===== config.mk =====
export PLATFORM = sky130hd
export DESIGN_NAME = ssi_card_init
export DESIGN_NICKNAME = d
export VERILOG_FILES = /design/src/ssi_pkg.sv /design/src/ssi_card_init.sv
export VERILOG_INCLUDE_DIRS = /design/src
export SDC_FILE = /design/constraint.sdc
export NUM_CORES = 1
export LEC_CHECK = 0
export BUFFER_PORTS_ARGS = -buffer_cell sky130_fd_sc_hd__buf_2
export CORE_MARGIN = 4
export CORE_UTILIZATION = 53
export CTS_BUF_LIST = sky130_fd_sc_hd__clkbuf_16
export DETAILED_ROUTE_END_ITERATION = 6
export HOLD_SLACK_MARGIN = 0.1
export PLACE_DENSITY_LB_ADDON = 0.1
export SLEW_MARGIN = 25
export SYNTH_ARGS = -nofsm -noshare
export SYNTH_HDL_FRONTEND = slang
export SYNTH_SLANG_ARGS = --single-unit

===== constraint.sdc =====
create_clock -name clk -period 5.13 [get_ports clk]
set_clock_uncertainty 0.1 [all_clocks]
set_input_delay 1.026 -clock clk [delete_from_list [all_inputs] [get_ports clk]]
set_output_delay 1.026 -clock clk [all_outputs]
set_load 0.01 [all_outputs]

===== src/ssi_cfg.svh =====
`ifndef SSI_CFG_SVH
`define SSI_CFG_SVH

// serial framing
`define SSI_BITS_PER_BYTE   4'h8
`define SSI_BIT_CNT_W       4
// power-up and trailing dummy bytes
`define SSI_PRE_DUMMY_BYTES 4'hA
`define SSI_POST_DUMMY_BYTES 4'h1
`define SSI_CMD_BYTES       4'h6
`define SSI_RESP_BYTES      4'h2
`define SSI_DUMMY_BYTE      8'hFF
// reset-to-idle command frame, leading byte first
`define SSI_CMD_BYTE0       8'h40
`define SSI_CMD_BYTE1       8'h00
`define SSI_CMD_BYTE2       8'h00
`define SSI_CMD_BYTE3       8'h00
`define SSI_CMD_BYTE4       8'h00
`define SSI_CMD_BYTE5       8'h95
`define SSI_IDLE_CODE       8'h01
// serial clock: half period in system clocks (100 MHz / 8 = 12.5 MHz)
`define SSI_HALF_PERIOD_NS  40
`define SSI_CLK_PERIOD_NS   10
`define SSI_HALF_CYCLES     ((`SSI_HALF_PERIOD_NS + `SSI_CLK_PERIOD_NS - 1) / `SSI_CLK_PERIOD_NS)
`define SSI_DIV_W           4

`endif


===== src/ssi_pkg.sv =====
package ssi_pkg;
   typedef enum logic [2:0] {
      SSI_IDLE = 3'b000,
      SSI_PRE  = 3'b001,
      SSI_CMD  = 3'b010,
      SSI_RESP = 3'b011,
      SSI_POST = 3'b100
   } ssi_state_t;

   typedef struct packed {
      logic sclk;
      logic mosi;
      logic cs_n;
   } ssi_link_out_t;

   typedef struct packed {
      logic busy;
      logic done;
      logic ok;
      logic fail;
   } ssi_status_t;
endpackage : ssi_pkg


===== src/ssi_card_init.sv =====
`timescale 1ns/100ps
`include "ssi_cfg.svh"

// Overview of operation
// - eight bit bytes, most significant first
// - shift out after fall, sample on rise
// - ten dummy bytes, select high, output one
// - select low, send six command bytes
// - leading command byte is 0x40
// - read two bytes, keep only second
// - correct answer is 0x01
// - raise select, one more dummy byte
module ssi_card_init (
   input  wire logic                  clk,
   input  wire logic                  reset,
   input  wire logic                  start,
   input  wire logic                  miso,
   output ssi_pkg::ssi_link_out_t     link_out,
   output ssi_pkg::ssi_status_t       status
);
   ssi_pkg::ssi_state_t state_reg, state_next;
   logic [`SSI_DIV_W-1:0]     div_reg;
   logic                      sclk_reg;
   logic [`SSI_BIT_CNT_W-1:0] bit_reg;
   logic [3:0]                byte_reg;
   logic [7:0]                tx_reg;
   logic [7:0]                rx_reg;
   logic                      cs_n_reg;
   logic                      ok_reg;
   logic                      fail_reg;
   logic                      done_reg;
   logic                      miso_s1_reg;
   logic                      miso_s2_reg;

   function automatic logic [7:0] cmd_byte(input logic [3:0] idx);
      case (idx)
         4'h0:    cmd_byte = `SSI_CMD_BYTE0;
         4'h1:    cmd_byte = `SSI_CMD_BYTE1;
         4'h2:    cmd_byte = `SSI_CMD_BYTE2;
         4'h3:    cmd_byte = `SSI_CMD_BYTE3;
         4'h4:    cmd_byte = `SSI_CMD_BYTE4;
         default: cmd_byte = `SSI_CMD_BYTE5;
      endcase
   endfunction : cmd_byte

   wire active     = (state_reg != ssi_pkg::SSI_IDLE);
   wire half_tick  = active && (div_reg == `SSI_DIV_W'(`SSI_HALF_CYCLES - 1));
   wire rise       = half_tick && !sclk_reg;
   wire fall       = half_tick && sclk_reg;
   wire byte_end   = fall && (bit_reg == `SSI_BITS_PER_BYTE - 4'h1);
   wire [3:0] byte_limit =
      (state_reg == ssi_pkg::SSI_PRE)  ? `SSI_PRE_DUMMY_BYTES :
      (state_reg == ssi_pkg::SSI_CMD)  ? `SSI_CMD_BYTES :
      (state_reg == ssi_pkg::SSI_RESP) ? `SSI_RESP_BYTES : `SSI_POST_DUMMY_BYTES;
   wire phase_end  = byte_end && (byte_reg == byte_limit - 4'h1);
   wire [7:0] next_byte_cmd = cmd_byte(byte_reg + 4'h1);

   always_comb begin
      state_next = state_reg;
      case (state_reg)
         ssi_pkg::SSI_IDLE: if (start) state_next = ssi_pkg::SSI_PRE;
         ssi_pkg::SSI_PRE:  if (phase_end) state_next = ssi_pkg::SSI_CMD;
         ssi_pkg::SSI_CMD:  if (phase_end) state_next = ssi_pkg::SSI_RESP;
         ssi_pkg::SSI_RESP: if (phase_end) state_next = ssi_pkg::SSI_POST;
         ssi_pkg::SSI_POST: if (phase_end) state_next = ssi_pkg::SSI_IDLE;
         default:           state_next = ssi_pkg::SSI_IDLE;
      endcase
   end

   // miso crosses in from the card
   always_ff @(posedge clk) begin
      miso_s1_reg <= miso;
      miso_s2_reg <= miso_s1_reg;
   end

   always_ff @(posedge clk) begin
      if (reset) begin
         state_reg <= ssi_pkg::SSI_IDLE;
         div_reg   <= '0;
         sclk_reg  <= 1'b0;
         bit_reg   <= '0;
         byte_reg  <= '0;
         tx_reg    <= `SSI_DUMMY_BYTE;
         rx_reg    <= '0;
         cs_n_reg  <= 1'b1;
         ok_reg    <= 1'b0;
         fail_reg  <= 1'b0;
         done_reg  <= 1'b0;
      end else begin
         state_reg <= state_next;
         done_reg  <= 1'b0;
         div_reg   <= (half_tick || !active) ? '0 : div_reg + `SSI_DIV_W'(1);
         if (half_tick) begin
            sclk_reg <= !sclk_reg;
         end
         if (state_reg == ssi_pkg::SSI_IDLE && start) begin
            byte_reg <= '0;
            bit_reg  <= '0;
            tx_reg   <= `SSI_DUMMY_BYTE;
            ok_reg   <= 1'b0;
         end
         if (rise) begin
            rx_reg <= {rx_reg[6:0], miso_s2_reg};
         end
         if (fall) begin
            bit_reg <= bit_reg + 4'h1;
            tx_reg  <= {tx_reg[6:0], 1'b1};
         end
         if (byte_end) begin
            bit_reg  <= '0;
            byte_reg <= phase_end ? 4'h0 : byte_reg + 4'h1;
            tx_reg   <= `SSI_DUMMY_BYTE;
            if (state_reg == ssi_pkg::SSI_PRE && phase_end) begin
               cs_n_reg <= 1'b0;
               tx_reg   <= `SSI_CMD_BYTE0;
            end
            if (state_reg == ssi_pkg::SSI_CMD && !phase_end) begin
               tx_reg <= next_byte_cmd;
            end
            if (state_reg == ssi_pkg::SSI_RESP && phase_end) begin
               cs_n_reg <= 1'b1;
               if (rx_reg == `SSI_IDLE_CODE) begin
                  ok_reg <= 1'b1;
               end else begin
                  fail_reg <= 1'b1;
               end
            end
            if (state_reg == ssi_pkg::SSI_POST) begin
               done_reg <= 1'b1;
               sclk_reg <= 1'b0;
            end
         end
      end
   end

   assign link_out.sclk = sclk_reg;
   assign link_out.mosi = tx_reg[7];
   assign link_out.cs_n = cs_n_reg;
   assign status.busy   = active;
   assign status.done   = done_reg;
   assign status.ok     = ok_reg;
   assign status.fail   = fail_reg;
endmodule : ssi_card_init


==> results of run 1 <==
[critical path: stages, from the launching register on]
cell and delay, ns:
sky130_fd_sc_hd__dfxtp_1 0.61, sky130_fd_sc_hd__nor3_2 0.15, sky130_fd_sc_hd__inv_1 0.12, sky130_fd_sc_hd__and3_1 0.18, sky130_fd_sc_hd__ha_1 0.41, sky130_fd_sc_hd__nand4b_1 0.53
sky130_fd_sc_hd__or4_1 0.59, sky130_fd_sc_hd__mux2i_2 0.25, sky130_fd_sc_hd__o31a_4 0.23, sky130_fd_sc_hd__o21bai_2 0.07
[power by group]
part	total (uW)	leakage [uW]	internal, uW	switching, uW
combinational	31.9	0.000335	11.3	20.7
clock	342	0.0000836	227	115
sequential	305	0.000309	301	4.43
total	679	0.000727	539	140
[layout make-up]
cell class,instances,area share [%]
clock buffers,5,5.98
clock inverters,3,1.91
inverters,7,1.26
multi-input cells,149,49.4
flip-flops and latches,38,36.3
well taps,46,2.75
repair buffers,10,2.39
[kinds of logic (layout without fill, tap and decap cells)]
group	count (synthesis)	after routing	share of synthesized area [%]
AO/OA/AOI/OAI	54	54	20.1
XOR/XNOR	4	4	1.80
adder cells (fa/ha/maj)	8	8	5.13
buffers and inverters	27	25	8.08
flip-flops	38	38	39.0
multiplexers	10	10	5.32
AND/OR/NAND/NOR	73	73	20.6
[worst max-delay path by stage]
stage | startpoint | end | slack, ns | cells past startpoint
after floorplan | state_reg[1] | tx_reg[0] | 2.66 | 10
after global placement | state_reg[1] | tx_reg[0] | 1.95 | 9
after CTS | state_reg[1] | tx_reg[0] | 1.77 | 9
final | state_reg[1] | tx_reg[0] | 1.78 | 9
after global routing | state_reg[1] | tx_reg[2] | 1.50 | 9
after detailed placement | state_reg[1] | tx_reg[0] | 1.79 | 9
[per-stage QoR]
step | cells | total power (uW) | instance area (um2) | util, %
finish | 258 | 679 | 2090 | 60.8
detailed placement | 250 | 344 | 1930 | 56.0
floorplan | 214 | 339 | 1950 | -
global placement | 250 | 343 | 1930 | 56.0
global route | 258 | 705 | 2090 | 60.8
CTS | 258 | 687 | 2090 | 60.8
[cell usage in the layout, fill, tap and decap left out, types with 2 or more instances in the layout]
master and n:
sky130_fd_sc_hd__a21oi_1 18, sky130_fd_sc_hd__a22oi_1 2, sky130_fd_sc_hd__a31oi_1 4, sky130_fd_sc_hd__buf_2 10, sky130_fd_sc_hd__clkbuf_16 5, sky130_fd_sc_hd__clkinv_2 2, sky130_fd_sc_hd__dfxtp_1 38, sky130_fd_sc_hd__ha_1 8
sky130_fd_sc_hd__inv_1 6, sky130_fd_sc_hd__mux2i_1 9, sky130_fd_sc_hd__nand2_1 11, sky130_fd_sc_hd__nand2b_1 4, sky130_fd_sc_hd__nand3_1 7, sky130_fd_sc_hd__nand3b_1 3, sky130_fd_sc_hd__nor2_1 25, sky130_fd_sc_hd__nor2b_1 2
sky130_fd_sc_hd__nor3_1 5, sky130_fd_sc_hd__nor3_2 3, sky130_fd_sc_hd__nor4_1 2, sky130_fd_sc_hd__o21ai_0 11, sky130_fd_sc_hd__o21ai_2 4, sky130_fd_sc_hd__xnor2_1 2, sky130_fd_sc_hd__xor2_1 2
[metal layers]
metal / wire, um / part of all wire, %
met1: 1650 / 46
met2: 1730 / 48
met3: 123 / 3.4
met4: 104 / 2.9
met5: 0 / 0
==> results.md, run 1 <==
- The effective utilization at floorplan is 56.7%.
- The count of nets after finishing is 223.
- The end point of the most critical hold path is miso_s2_reg.
- The worst setup slack before clock tree synthesis is 1.79 ns.
- The final critical path takes up 65.3% of the cycle.
- The congestion estimate from routability-driven global placement came to 0.816.
- The overall die height is 68.7 um.
- The clock buffer count from CTS is 5.
- Synthesis produced 214 cells.
- The post-CTS repair timing setup buffer count is 0.
- The worst-margin pin slew is 0.637 ns.
- The type of element capturing the critical path is a flop.
- The die span in x is 68.7 um.
- The first global-routing pass estimated 6.02 mm of wire.
- Setup repair after global routing left no endpoint under its margin.
- The leakage power is 0.000727 uW.
- The synthesis-stage register bit count is 38.
- The most repeated cell in the gate-level netlist after synthesis is sky130_fd_sc_hd__dfxtp_1.
- The final count of hold timing violations is 0.
- The worst endpoint data arrival time is 3.42 ns.
- In the global route stage, met1 resource usage came out at 19.8%.
- The met3 demand-to-capacity share in global routing is 5.02%.
- Dividing total power by cell area gives a power density of 325 nW/um2.
- The commonest cells after synthesis are 38 x sky130_fd_sc_hd__dfxtp_1, 25 x sky130_fd_sc_hd__nor2_1, 18 x sky130_fd_sc_hd__a21oi_1, 11 x sky130_fd_sc_hd__nand2_1, 11 x sky130_fd_sc_hd__o21ai_0.
- The number of buffers inserted for hold repair after clock tree synthesis is 0.
- The synthesized netlist occupies a cell area of 1950 um2.
- The setup TNS after final layout is 0 ns.
- The number of global-route vias before repair came to 1349.
- CTS built an H-tree with a depth of 2.
- The endpoint of the most critical register-to-register path is tx_reg[0].
- Setup violations remaining at the end of the flow were counted as 0.
- In this run the remaining antenna-violating nets after routing total 0.
- The global routing stage identified its most utilized layer as met2.
- In the routed layout, each cell is associated on average with a via count of 5.64.
- The number of top-level pins is 11.
- The post-detailed-route DRC marker count is 0.
- The worst-case headroom to the max-slew limit is 57.5%.
- Gates resized during post-CTS repair numbered 0.
- During synthesis, Yosys emitted a total of 0 warnings.
- Across the run, the number of max-cap violations was 0.
- The number of antenna diodes in the final layout is 0.
- The worst register-to-register path begins at state_reg[1].
- The required time reported for the critical path endpoint is 5.20 ns.
- Global routing used 17.7% of the available tracks.
- In this run the most critical hold path is launched from miso_s1_reg.
- The post-synthesis async set-or-reset flop share is 0%.
- The count of fill cells added during filler insertion is 302.
- The kind of launch point of the worst setup path is a flop.
- The hold path depth is 0.
- Along the worst path, the maximum fanout reaches 13.
- Hold is met by 0.235 ns.
- The initial antenna violation count came to 0.
- The row count is 21.
- The floorplan core area is 3440 um2.
- The length in cells of the worst reg-to-reg path is 9.
- The share of cells above drive strength 1 is 18.9%.
- The flow ran to the end, and the final reports show no timing, DRC or antenna violations.
- The area added between synthesis and finish is 7.24%.
- By area the synthesized netlist is led by sky130_fd_sc_hd__dfxtp_1 39%, sky130_fd_sc_hd__ha_1 5.1%, sky130_fd_sc_hd__nor2_1 4.8%.
- Setup slack on the critical path of the routed design comes to 1.78 ns.
- Across the whole layout, storage elements account for 761 um2.
- The vias after detailed routing is 1454.
- The later-pin clock latency in the skew report is 0.28 ns.
- For met2 alone, demand over resource in global routing was 30.0%.
- Counting flops with a built-in enable in the synthesized netlist gives 0.
- The sequential area share after synthesis is 39.0%.
- The largest net degree at the start of global routing is 36.
- The worst reg-to-reg setup slack is 1.78 ns.
- The maximum vdd ir drop is 0.230 mV.
- The root buffer cell chosen for the clock tree is sky130_fd_sc_hd__clkbuf_16.
- The final HPWL from detailed placement is 2.59 mm.
- The count of port buffers added during placement is 10.
- The fmax is 0.298 GHz.
- The length of the first detailed-routing pass in iterations is 4.
- Among all flip-flop cells after synthesis, the most frequent one is sky130_fd_sc_hd__dfxtp_1.
- Of all cell types, the one taking the most synthesized area is sky130_fd_sc_hd__dfxtp_1.
- The category of the most critical setup path is flop to flop.
- The total overflow left after global routing is 0.
- A synthesized cell averages 9.12 um2.
- Counting every net in the synthesized netlist gives 226.
- The routed design has 3.61 mm of wire.
- The clock sink total is 38.
- The clock tree from TritonCTS is done.
- The shortest clock period the worst path allows after layout is 3.35 ns.
- After clock tree synthesis, the clock-pin slew on the worst setup and hold paths is 0.05 ns.
- The share of the synthesized area in the top cell type is 39.0%.
- The die area is 4720 um2.
- The first routing iteration left 99 violations.
- The tightest min-delay check is of the flop to flop type.
- The area of combinational cells with multiple inputs is 1030 um2.
- The count of pins over their slew limit came to 0.
- Counting distinct cell types in the post-synthesis netlist gives 52.
- The final routed wire length divided by cell count is 14.0 um.
- The deepest clock path buffer count is 2.
Power figures use the tool's default switching activity.
==> run 2, diff against run 1 <==
==> constraint.sdc (replaced) <==
create_clock -name clk -period 3.34 [get_ports clk]
set_clock_uncertainty 0.1 [all_clocks]
set_input_delay 0.668 -clock clk [delete_from_list [all_inputs] [get_ports clk]]
set_output_delay 0.668 -clock clk [all_outputs]
set_load 0.01 [all_outputs]
==> run 2 against run 1 <==
Critical path depth did not move; global-route usage about the same; hold slack better by 0.0073 ns; sequential share of layout area up 0.15 points; fmax grew 19%; critical path type unchanged; largest power group is now sequential cells.
==> results.md, run 2 (synthesis gave the netlist of run 1 again) <==
- Most frequent cells in the layout: 38 x sky130_fd_sc_hd__dfxtp_1, 25 x sky130_fd_sc_hd__nor2_1, 18 x sky130_fd_sc_hd__a21oi_1, 11 x sky130_fd_sc_hd__nand2_1, 11 x sky130_fd_sc_hd__o21ai_0 (unchanged).
- The clock tree from TritonCTS was done (unchanged).
- The type of element capturing the critical path was a flop (unchanged).
- The final routed wire length divided by cell count is 13.8 um (was 14.0 um).
- The number of buffers inserted for hold repair after clock tree synthesis is 0 (unchanged).
- The commonest non-fill, non-tap cell in the layout is sky130_fd_sc_hd__dfxtp_1 (unchanged).
- The worst endpoint data arrival time is 2.88 ns (was 3.42 ns).
- The routability-driven placement congestion ratio is 0.790 (was 0.816).
- The CTS H-tree depth is 2 (unchanged).
- The die span in x was 68.7 um (unchanged).
- The power share of the clock group is 46.0% (was 50.3%).
- The number of top-level pins came to 11 (unchanged).
- The overall track demand over capacity in global routing is 17.8% (was 17.7%).
- The worst-case headroom to the max-slew limit came to 57.7% (was 57.5%).
- The final setup violation count is 0 (unchanged).
- The worst hold path class is flop to flop (unchanged).
- The required time reported for the critical path endpoint is 3.40 ns (was 5.20 ns).
- The instance count after placement with tap cells included is 252 (was 250).
- The switching power total is 208 uW (was 140 uW).
- The floorplan core area is 3440 um2 (unchanged).
- Outcome: complete, no violations (unchanged).
- The category of the most critical setup path is flop to flop (unchanged).
- The clock sink total is 38 (unchanged).
- The row count is 21 (unchanged).
- The busiest layer in global routing is met2 (unchanged).
- The count of nets after finishing is 225 (was 223).
- The final count of hold timing violations was 0 (unchanged).
- The post-CTS repair timing setup buffer count is 0 (unchanged).
- The net switching share of the total power is 21.7% (was 20.6%).
- The count of port buffers added during placement is 10 (unchanged).
- The internal power contribution is 752 uW (was 539 uW).
- The power per standard cell area is 461 nW/um2 (was 325 nW/um2).
- The post-route core utilization came to 60.6% (was 60.8%).
- The shortest clock period the worst path allows after layout is 2.81 ns (was 3.35 ns).
- The deepest clock path buffer count was 2 (unchanged).
- The maximum vdd ir drop is 0.390 mV (was 0.230 mV).
- The met3 demand-to-capacity share in global routing is 4.70% (was 5.02%).
- Critical-path cell list: nor3_2 -> inv_1 -> and3_1 -> ha_1 -> nand4b_1 -> or4_1 -> mux2i_2 -> o31a_4 -> o21bai_2 (unchanged).
- The setup TNS after final layout is 0 ns (unchanged).
- The die area is 4720 um2 (unchanged).
- The later-pin clock latency in the skew report is 0.27 ns (was 0.28 ns).
- The effective utilization at floorplan is 56.7% (unchanged).
- The overall die height is 68.7 um (unchanged).
- The met1 usage was 21.9% (was 19.8%).
- The largest net degree at the start of global routing came to 36 (unchanged).
- The final cell count without fillers was 260 (was 258).
- The kind of launch point of the worst setup path is a flop (unchanged).
- The count of fill cells added during filler insertion is 312 (was 302).
- The post-cts gate resize count is 0 (unchanged).
- The area added between synthesis and finish was 6.79% (was 7.24%).
- The leakage power came to 0.000721 uW (was 0.000727 uW).
- The clock input transition at the sequential cells of the worst setup and hold paths is 0.05 ns (about the same).
- The total detailed-routing wirelength is 3.60 mm (was 3.61 mm).
- The cell at the slowest stage of the critical path is sky130_fd_sc_hd__dfxtp_1 (unchanged).
- The clock buffer count from CTS came to 5 (unchanged).
- The largest fanout on the critical path is 13 (unchanged).
- The combinational fraction of design power is 5.1% (was 4.7%).
- The starting DRC count in detailed routing is 108 (was 99).
- The share of the cycle needed by the critical path after routing is 84.3% (was 65.3%).
- The vias after detailed routing is 1492 (was 1454).
- The mean number of vias per cell came to 5.74 (was 5.64).
- The number of global-route vias before repair is 1421 (was 1349).
- The worst setup margin is 0.526 ns (was 1.78 ns).
- The post-detailed-route DRC marker count is 0 (unchanged).
- The remaining global-route overflow is 0 (unchanged).
- Unrepaired setup endpoints after global routing: false (unchanged).
- The number of antenna cells inserted is 0 (unchanged).
- The worst-margin pin slew came to 0.635 ns (was 0.637 ns).
- The final HPWL from detailed placement is 2.61 mm (was 2.59 mm).
- The biggest cell delay along the critical path is 0.60 ns (was 0.61 ns).
- The length of the first detailed-routing pass in iterations came to 4 (unchanged).
- The share of cells above drive strength 1 came to 19.2% (was 18.9%).
- The fmax is 0.355 GHz (was 0.298 GHz).
- The wire length of the first global-routing pass is 6.31 mm (was 6.02 mm).
- The count of pins over their slew limit is 0 (unchanged).
- The library cell used as clock root buffer is sky130_fd_sc_hd__clkbuf_16 (unchanged).
- The number of routed nets with antenna violations is 0 (unchanged).
- The number of max-cap violations is 0 (unchanged).
- The initial antenna violation count came to 0 (unchanged).
- The sequential group share of total power is 48.9% (was 45.0%).
- The met2 track utilization from global routing was 28.2% (was 30.0%).
- The worst setup slack before clock tree synthesis is 0.547 ns (was 1.79 ns).
## run 2: worst paths after layout
check	startpoint	endpoint	slack (ns)	depth (start not counted)
hold reg to reg	miso_s1_reg	miso_s2_reg	0.24	0
hold / removal	miso_s1_reg	miso_s2_reg	0.24	0
setup reg to reg	state_reg[1]	tx_reg[0]	0.53	9
setup / recovery	state_reg[1]	tx_reg[0]	0.53	9
## run 2: final cells by class
cell class	instances	area, um2	area share, %
clock buffers	5	125	6.00
clock inverters	3	16.3	0.780
inverters	7	26.3	1.26
multi-input cells	149	1030	49.6
flip-flops and latches	38	761	36.5
well taps	46	57.6	2.76
repair buffers	12	65.1	3.12
## run 2: worst max-delay path: cells and delay by family, from the launching register on
| kind | cells | cell delay (ns) |
|---|---|---|
| flip-flops | 1 | 0.60 |
| multiplexers | 1 | 0.25 |
| AO/OA/AOI/OAI | 2 | 0.30 |
| AND/OR/NAND/NOR | 4 | 0.94 |
| adder cells (fa/ha/maj) | 1 | 0.40 |
| buffers and inverters | 1 | 0.11 |
## run 2: per-layer routing
metal  vias to the layer above  routed length, um
li1                        750                  -
met3                         6                127
met5                         -                  0
met4                         0                 66
met1                       716               1660
met2                        20               1740
## run 2: power by group through the flow
stage | sequential, uW | combinational (uW) | clock (uW)
floorplan | 475 | 44.9 | 0
global placement | 479 | 47.7 | 0
detailed placement | 479 | 49.4 | 0
CTS | 469 | 49.5 | 452
global route | 470 | 55.6 | 478
finish | 469 | 49.1 | 442
## run 2: metrics by stage
stage / cell area (um2) / total power (uW) / hold slack, ns
global placement: 1940 / 526 / 0.219
detailed placement: 1940 / 528 / 0.229
finish: 2080 / 960 / 0.242
global route: 2080 / 1000 / 0.247
CTS: 2080 / 971 / 0.242
floorplan: 1950 / 520 / 0.210
==> run 3, diff against run 2 <==
==> constraint.sdc (replaced) <==
create_clock -name clk -period 2.5 [get_ports clk]
set_clock_uncertainty 0.1 [all_clocks]
set_input_delay 0.5 -clock clk [delete_from_list [all_inputs] [get_ports clk]]
set_output_delay 0.5 -clock clk [all_outputs]
set_load 0.01 [all_outputs]
==> run 3 against run 2 <==
Total power is 33% higher; highest routed layer unchanged; largest power group unchanged; sequential cell count is the same; fmax is 25% higher; via count up 1.2%; critical path type unchanged; utilization is 0.95 points higher; die area stayed put; cell area rose by 1.6%.
==> results.md, run 3 (synthesis gave the netlist of run 1 again) <==
- The power per standard cell area is 603 nW/um2 (was 461 nW/um2).
- The vias after detailed routing is 1510 (was 1492).
- The share of cells above drive strength 1 is 20.6% (was 19.2%).
- The initial antenna violation count was 0 (unchanged).
- The count of nets after finishing was 230 (was 225).
- The worst setup margin was 0.250 ns (was 0.526 ns).
- The area of combinational cells with multiple inputs is 1030 um2 (unchanged).
- The effective utilization at floorplan is 56.7% (unchanged).
- The total detailed-routing wirelength is 3.76 mm (was 3.60 mm).
- The library cell used as clock root buffer is sky130_fd_sc_hd__clkbuf_16 (unchanged).
- Outcome: complete, no violations (unchanged).
- The length of the first detailed-routing pass in iterations is 4 (unchanged).
- The shortest clock period the worst path allows after layout is 2.25 ns (was 2.81 ns).
- The count of fill cells added during filler insertion is 315 (was 312).
- The fmax is 0.444 GHz (was 0.355 GHz).
- The worst setup slack before clock tree synthesis was 0.258 ns (was 0.547 ns).
- Critical-path cell list: ha_1 -> and3_1 -> ha_1 -> nand4b_1 -> or4_1 -> mux2i_2 -> o31a_4 -> o21ai_2 (was nor3_2 -> inv_1 -> and3_1 -> ha_1 -> nand4b_1 -> or4_1 -> mux2i_2 -> o31a_4 -> o21bai_2).
- The length in cells of the worst reg-to-reg path is 8 (was 9).
- The count of port buffers added during placement is 10 (unchanged).
- The endpoint of the most critical register-to-register path is tx_reg[7] (was tx_reg[0]).
- The leakage power is 0.000746 uW (was 0.000721 uW).
- The most prevalent standard cell on the critical path is sky130_fd_sc_hd__ha_1.
- The worst-margin pin slew came to 0.628 ns (was 0.635 ns).
- The final setup violation count is 0 (unchanged).
- The end point of the critical path is tx_reg[7] (was tx_reg[0]).
- The remaining global-route overflow was 0 (unchanged).
- The number of global-route vias before repair is 1527 (was 1421).
- The worst hold path class is input pin to flop (was flop to flop).
- The number of buffers inserted for hold repair after clock tree synthesis was 0 (unchanged).
- The required time reported for the critical path endpoint is 2.56 ns (was 3.40 ns).
- The number of top-level pins is 11 (unchanged).
- The deepest clock path buffer count came to 2 (unchanged).
- The overall die height is 68.7 um (unchanged).
- The worst endpoint data arrival time is 2.31 ns (was 2.88 ns).
- The floorplan core area was 3440 um2 (unchanged).
- The number of antenna cells inserted is 0 (unchanged).
- The final HPWL from detailed placement is 2.70 mm (was 2.61 mm).
- The count of pins over their slew limit came to 0 (unchanged).
- The routability-driven placement congestion ratio is 0.798 (was 0.790).
- The clock sink total was 38 (unchanged).
- The worst-case headroom to the max-slew limit is 58.1% (was 57.7%).
- The post-detailed-route DRC marker count is 0 (unchanged).
- The maximum vdd ir drop is 0.341 mV (was 0.390 mV).
- The share of the cycle needed by the critical path after routing is 90.0% (was 84.3%).
- The kind of launch point of the worst setup path is a flop (unchanged).
- The die area is 4720 um2 (unchanged).
- The final routed wire length divided by cell count came to 14.3 um (was 13.8 um).
- The post-CTS repair timing setup buffer count is 0 (unchanged).
- The type of element capturing the critical path was a flop (unchanged).
- The largest net degree at the start of global routing was 36 (unchanged).
- The clock input transition at the sequential cells of the worst setup and hold paths is 0.06 ns (was 0.05 ns).
- The mean number of vias per cell is 5.72 (was 5.74).
- Unrepaired setup endpoints after global routing: false (unchanged).
- The biggest cell delay along the critical path was 0.43 ns (was 0.60 ns).
- The cell family contributing the most delay on the critical path is simple AND/OR/NAND/NOR gates (unchanged).
- The category of the most critical setup path was flop to flop (unchanged).
- The setup TNS after final layout was 0 ns (unchanged).
- The area added between synthesis and finish is 8.46% (was 6.79%).
- The source of the worst register-to-register timing path is div_reg[0] (was state_reg[1]).
- The buffering stage count on the worst path with inverters included is 0 (was 1).
- The starting DRC count in detailed routing came to 64 (was 108).
- The cell at the slowest stage of the critical path was sky130_fd_sc_hd__or4_1 (was sky130_fd_sc_hd__dfxtp_1).
- The row count was 21 (unchanged).
- Most frequent cells in the layout: 38 x sky130_fd_sc_hd__dfxtp_1, 25 x sky130_fd_sc_hd__nor2_1, 18 x sky130_fd_sc_hd__a21oi_1, 11 x sky130_fd_sc_hd__nand2_1, 11 x sky130_fd_sc_hd__o21ai_0 (unchanged).
- The largest fanout on the critical path was 4 (was 13).
- The source of the critical timing path is div_reg[0] (was state_reg[1]).
- The worst reg-to-reg setup slack was 0.25 ns (was 0.53 ns).
- The later-pin clock latency in the skew report is 0.28 ns (was 0.27 ns).
- The final count of hold timing violations is 0 (unchanged).
- The number of max-cap violations is 0 (unchanged).
- The post-cts gate resize count is 0 (unchanged).
- The critical path depth is 8 (was 9).
- The clock buffer count from CTS is 5 (unchanged).
- The sequential cell area in the final layout came to 761 um2 (unchanged).
- The overall track demand over capacity in global routing came to 18.2% (was 17.8%).
- The number of routed nets with antenna violations came to 0 (unchanged).
- The clock tree from TritonCTS was done (unchanged).
- The CTS H-tree depth is 2 (unchanged).
- The hold path depth came to 1 (was 0).
- The wire length of the first global-routing pass was 6.42 mm (was 6.31 mm).
- The die span in x is 68.7 um (unchanged).
- The commonest non-fill, non-tap cell in the layout was sky130_fd_sc_hd__dfxtp_1 (unchanged).
-- run 3: report_power, final --
group,switching (uW),total [uW],internal (uW)
Sequential,5.93,624,618
Combinational,46.5,72.4,26.0
Clock,221,580,359
-- run 3: worst min-delay path by stage --
stage / start / to / slack [ns]
3_5_place_dp: miso_s1_reg / miso_s2_reg / 0.22
5_1_grt: miso / miso_s1_reg / 0.22
3_3_place_gp: miso_s1_reg / miso_s2_reg / 0.22
4_1_cts: miso / miso_s1_reg / 0.22
2_1_floorplan: miso_s1_reg / miso_s2_reg / 0.21
6_report: miso / miso_s1_reg / 0.22
-- run 3: area by class of cell --
class / instances / area share (%)
sequential: 38 / 35.9
tap: 46 / 2.72
clock inverter: 2 / 0.532
multi-input combinational: 149 / 48.8
timing repair buffer: 17 / 4.85
inverter: 7 / 1.24
clock buffer: 5 / 5.91
-- run 3: metal layers --
| metal | share of wire (%) | up-vias | GRT usage [%] |
|---|---|---|---|
| met5 | 0 | - | 0 |
| met4 | 0.77 | 0 | 6.45 |
| met3 | 3.0 | 5 | 5.67 |
| met2 | 52 | 16 | 32.9 |
| met1 | 44 | 732 | 19.9 |
| li1 | - | 757 | - |
-- run 3: worst register-to-register path, stage by stage (launching register included) --
cell and delay (ns):
sky130_fd_sc_hd__dfxtp_1 0.35, sky130_fd_sc_hd__ha_1 0.21, sky130_fd_sc_hd__and3_1 0.19, sky130_fd_sc_hd__ha_1 0.18, sky130_fd_sc_hd__nand4b_1 0.11, sky130_fd_sc_hd__or4_1 0.43
sky130_fd_sc_hd__mux2i_2 0.26, sky130_fd_sc_hd__o31a_4 0.24, sky130_fd_sc_hd__o21ai_2 0.07
-- run 3: per-stage QoR --
| stage | instances | power, uW | hold slack (ns) | utilization (%) | area [um2] |
|---|---|---|---|---|---|
| after global routing | 264 | 1330 | 0.215 | 61.5 | 2120 |
| after floorplan | 214 | 695 | 0.210 | - | 1950 |
| final | 264 | 1280 | 0.225 | 61.5 | 2120 |
| after global placement | 257 | 707 | 0.220 | 57.5 | 1980 |
| after CTS | 264 | 1290 | 0.220 | 61.5 | 2120 |
| after detailed placement | 257 | 709 | 0.220 | 57.5 | 1980 |
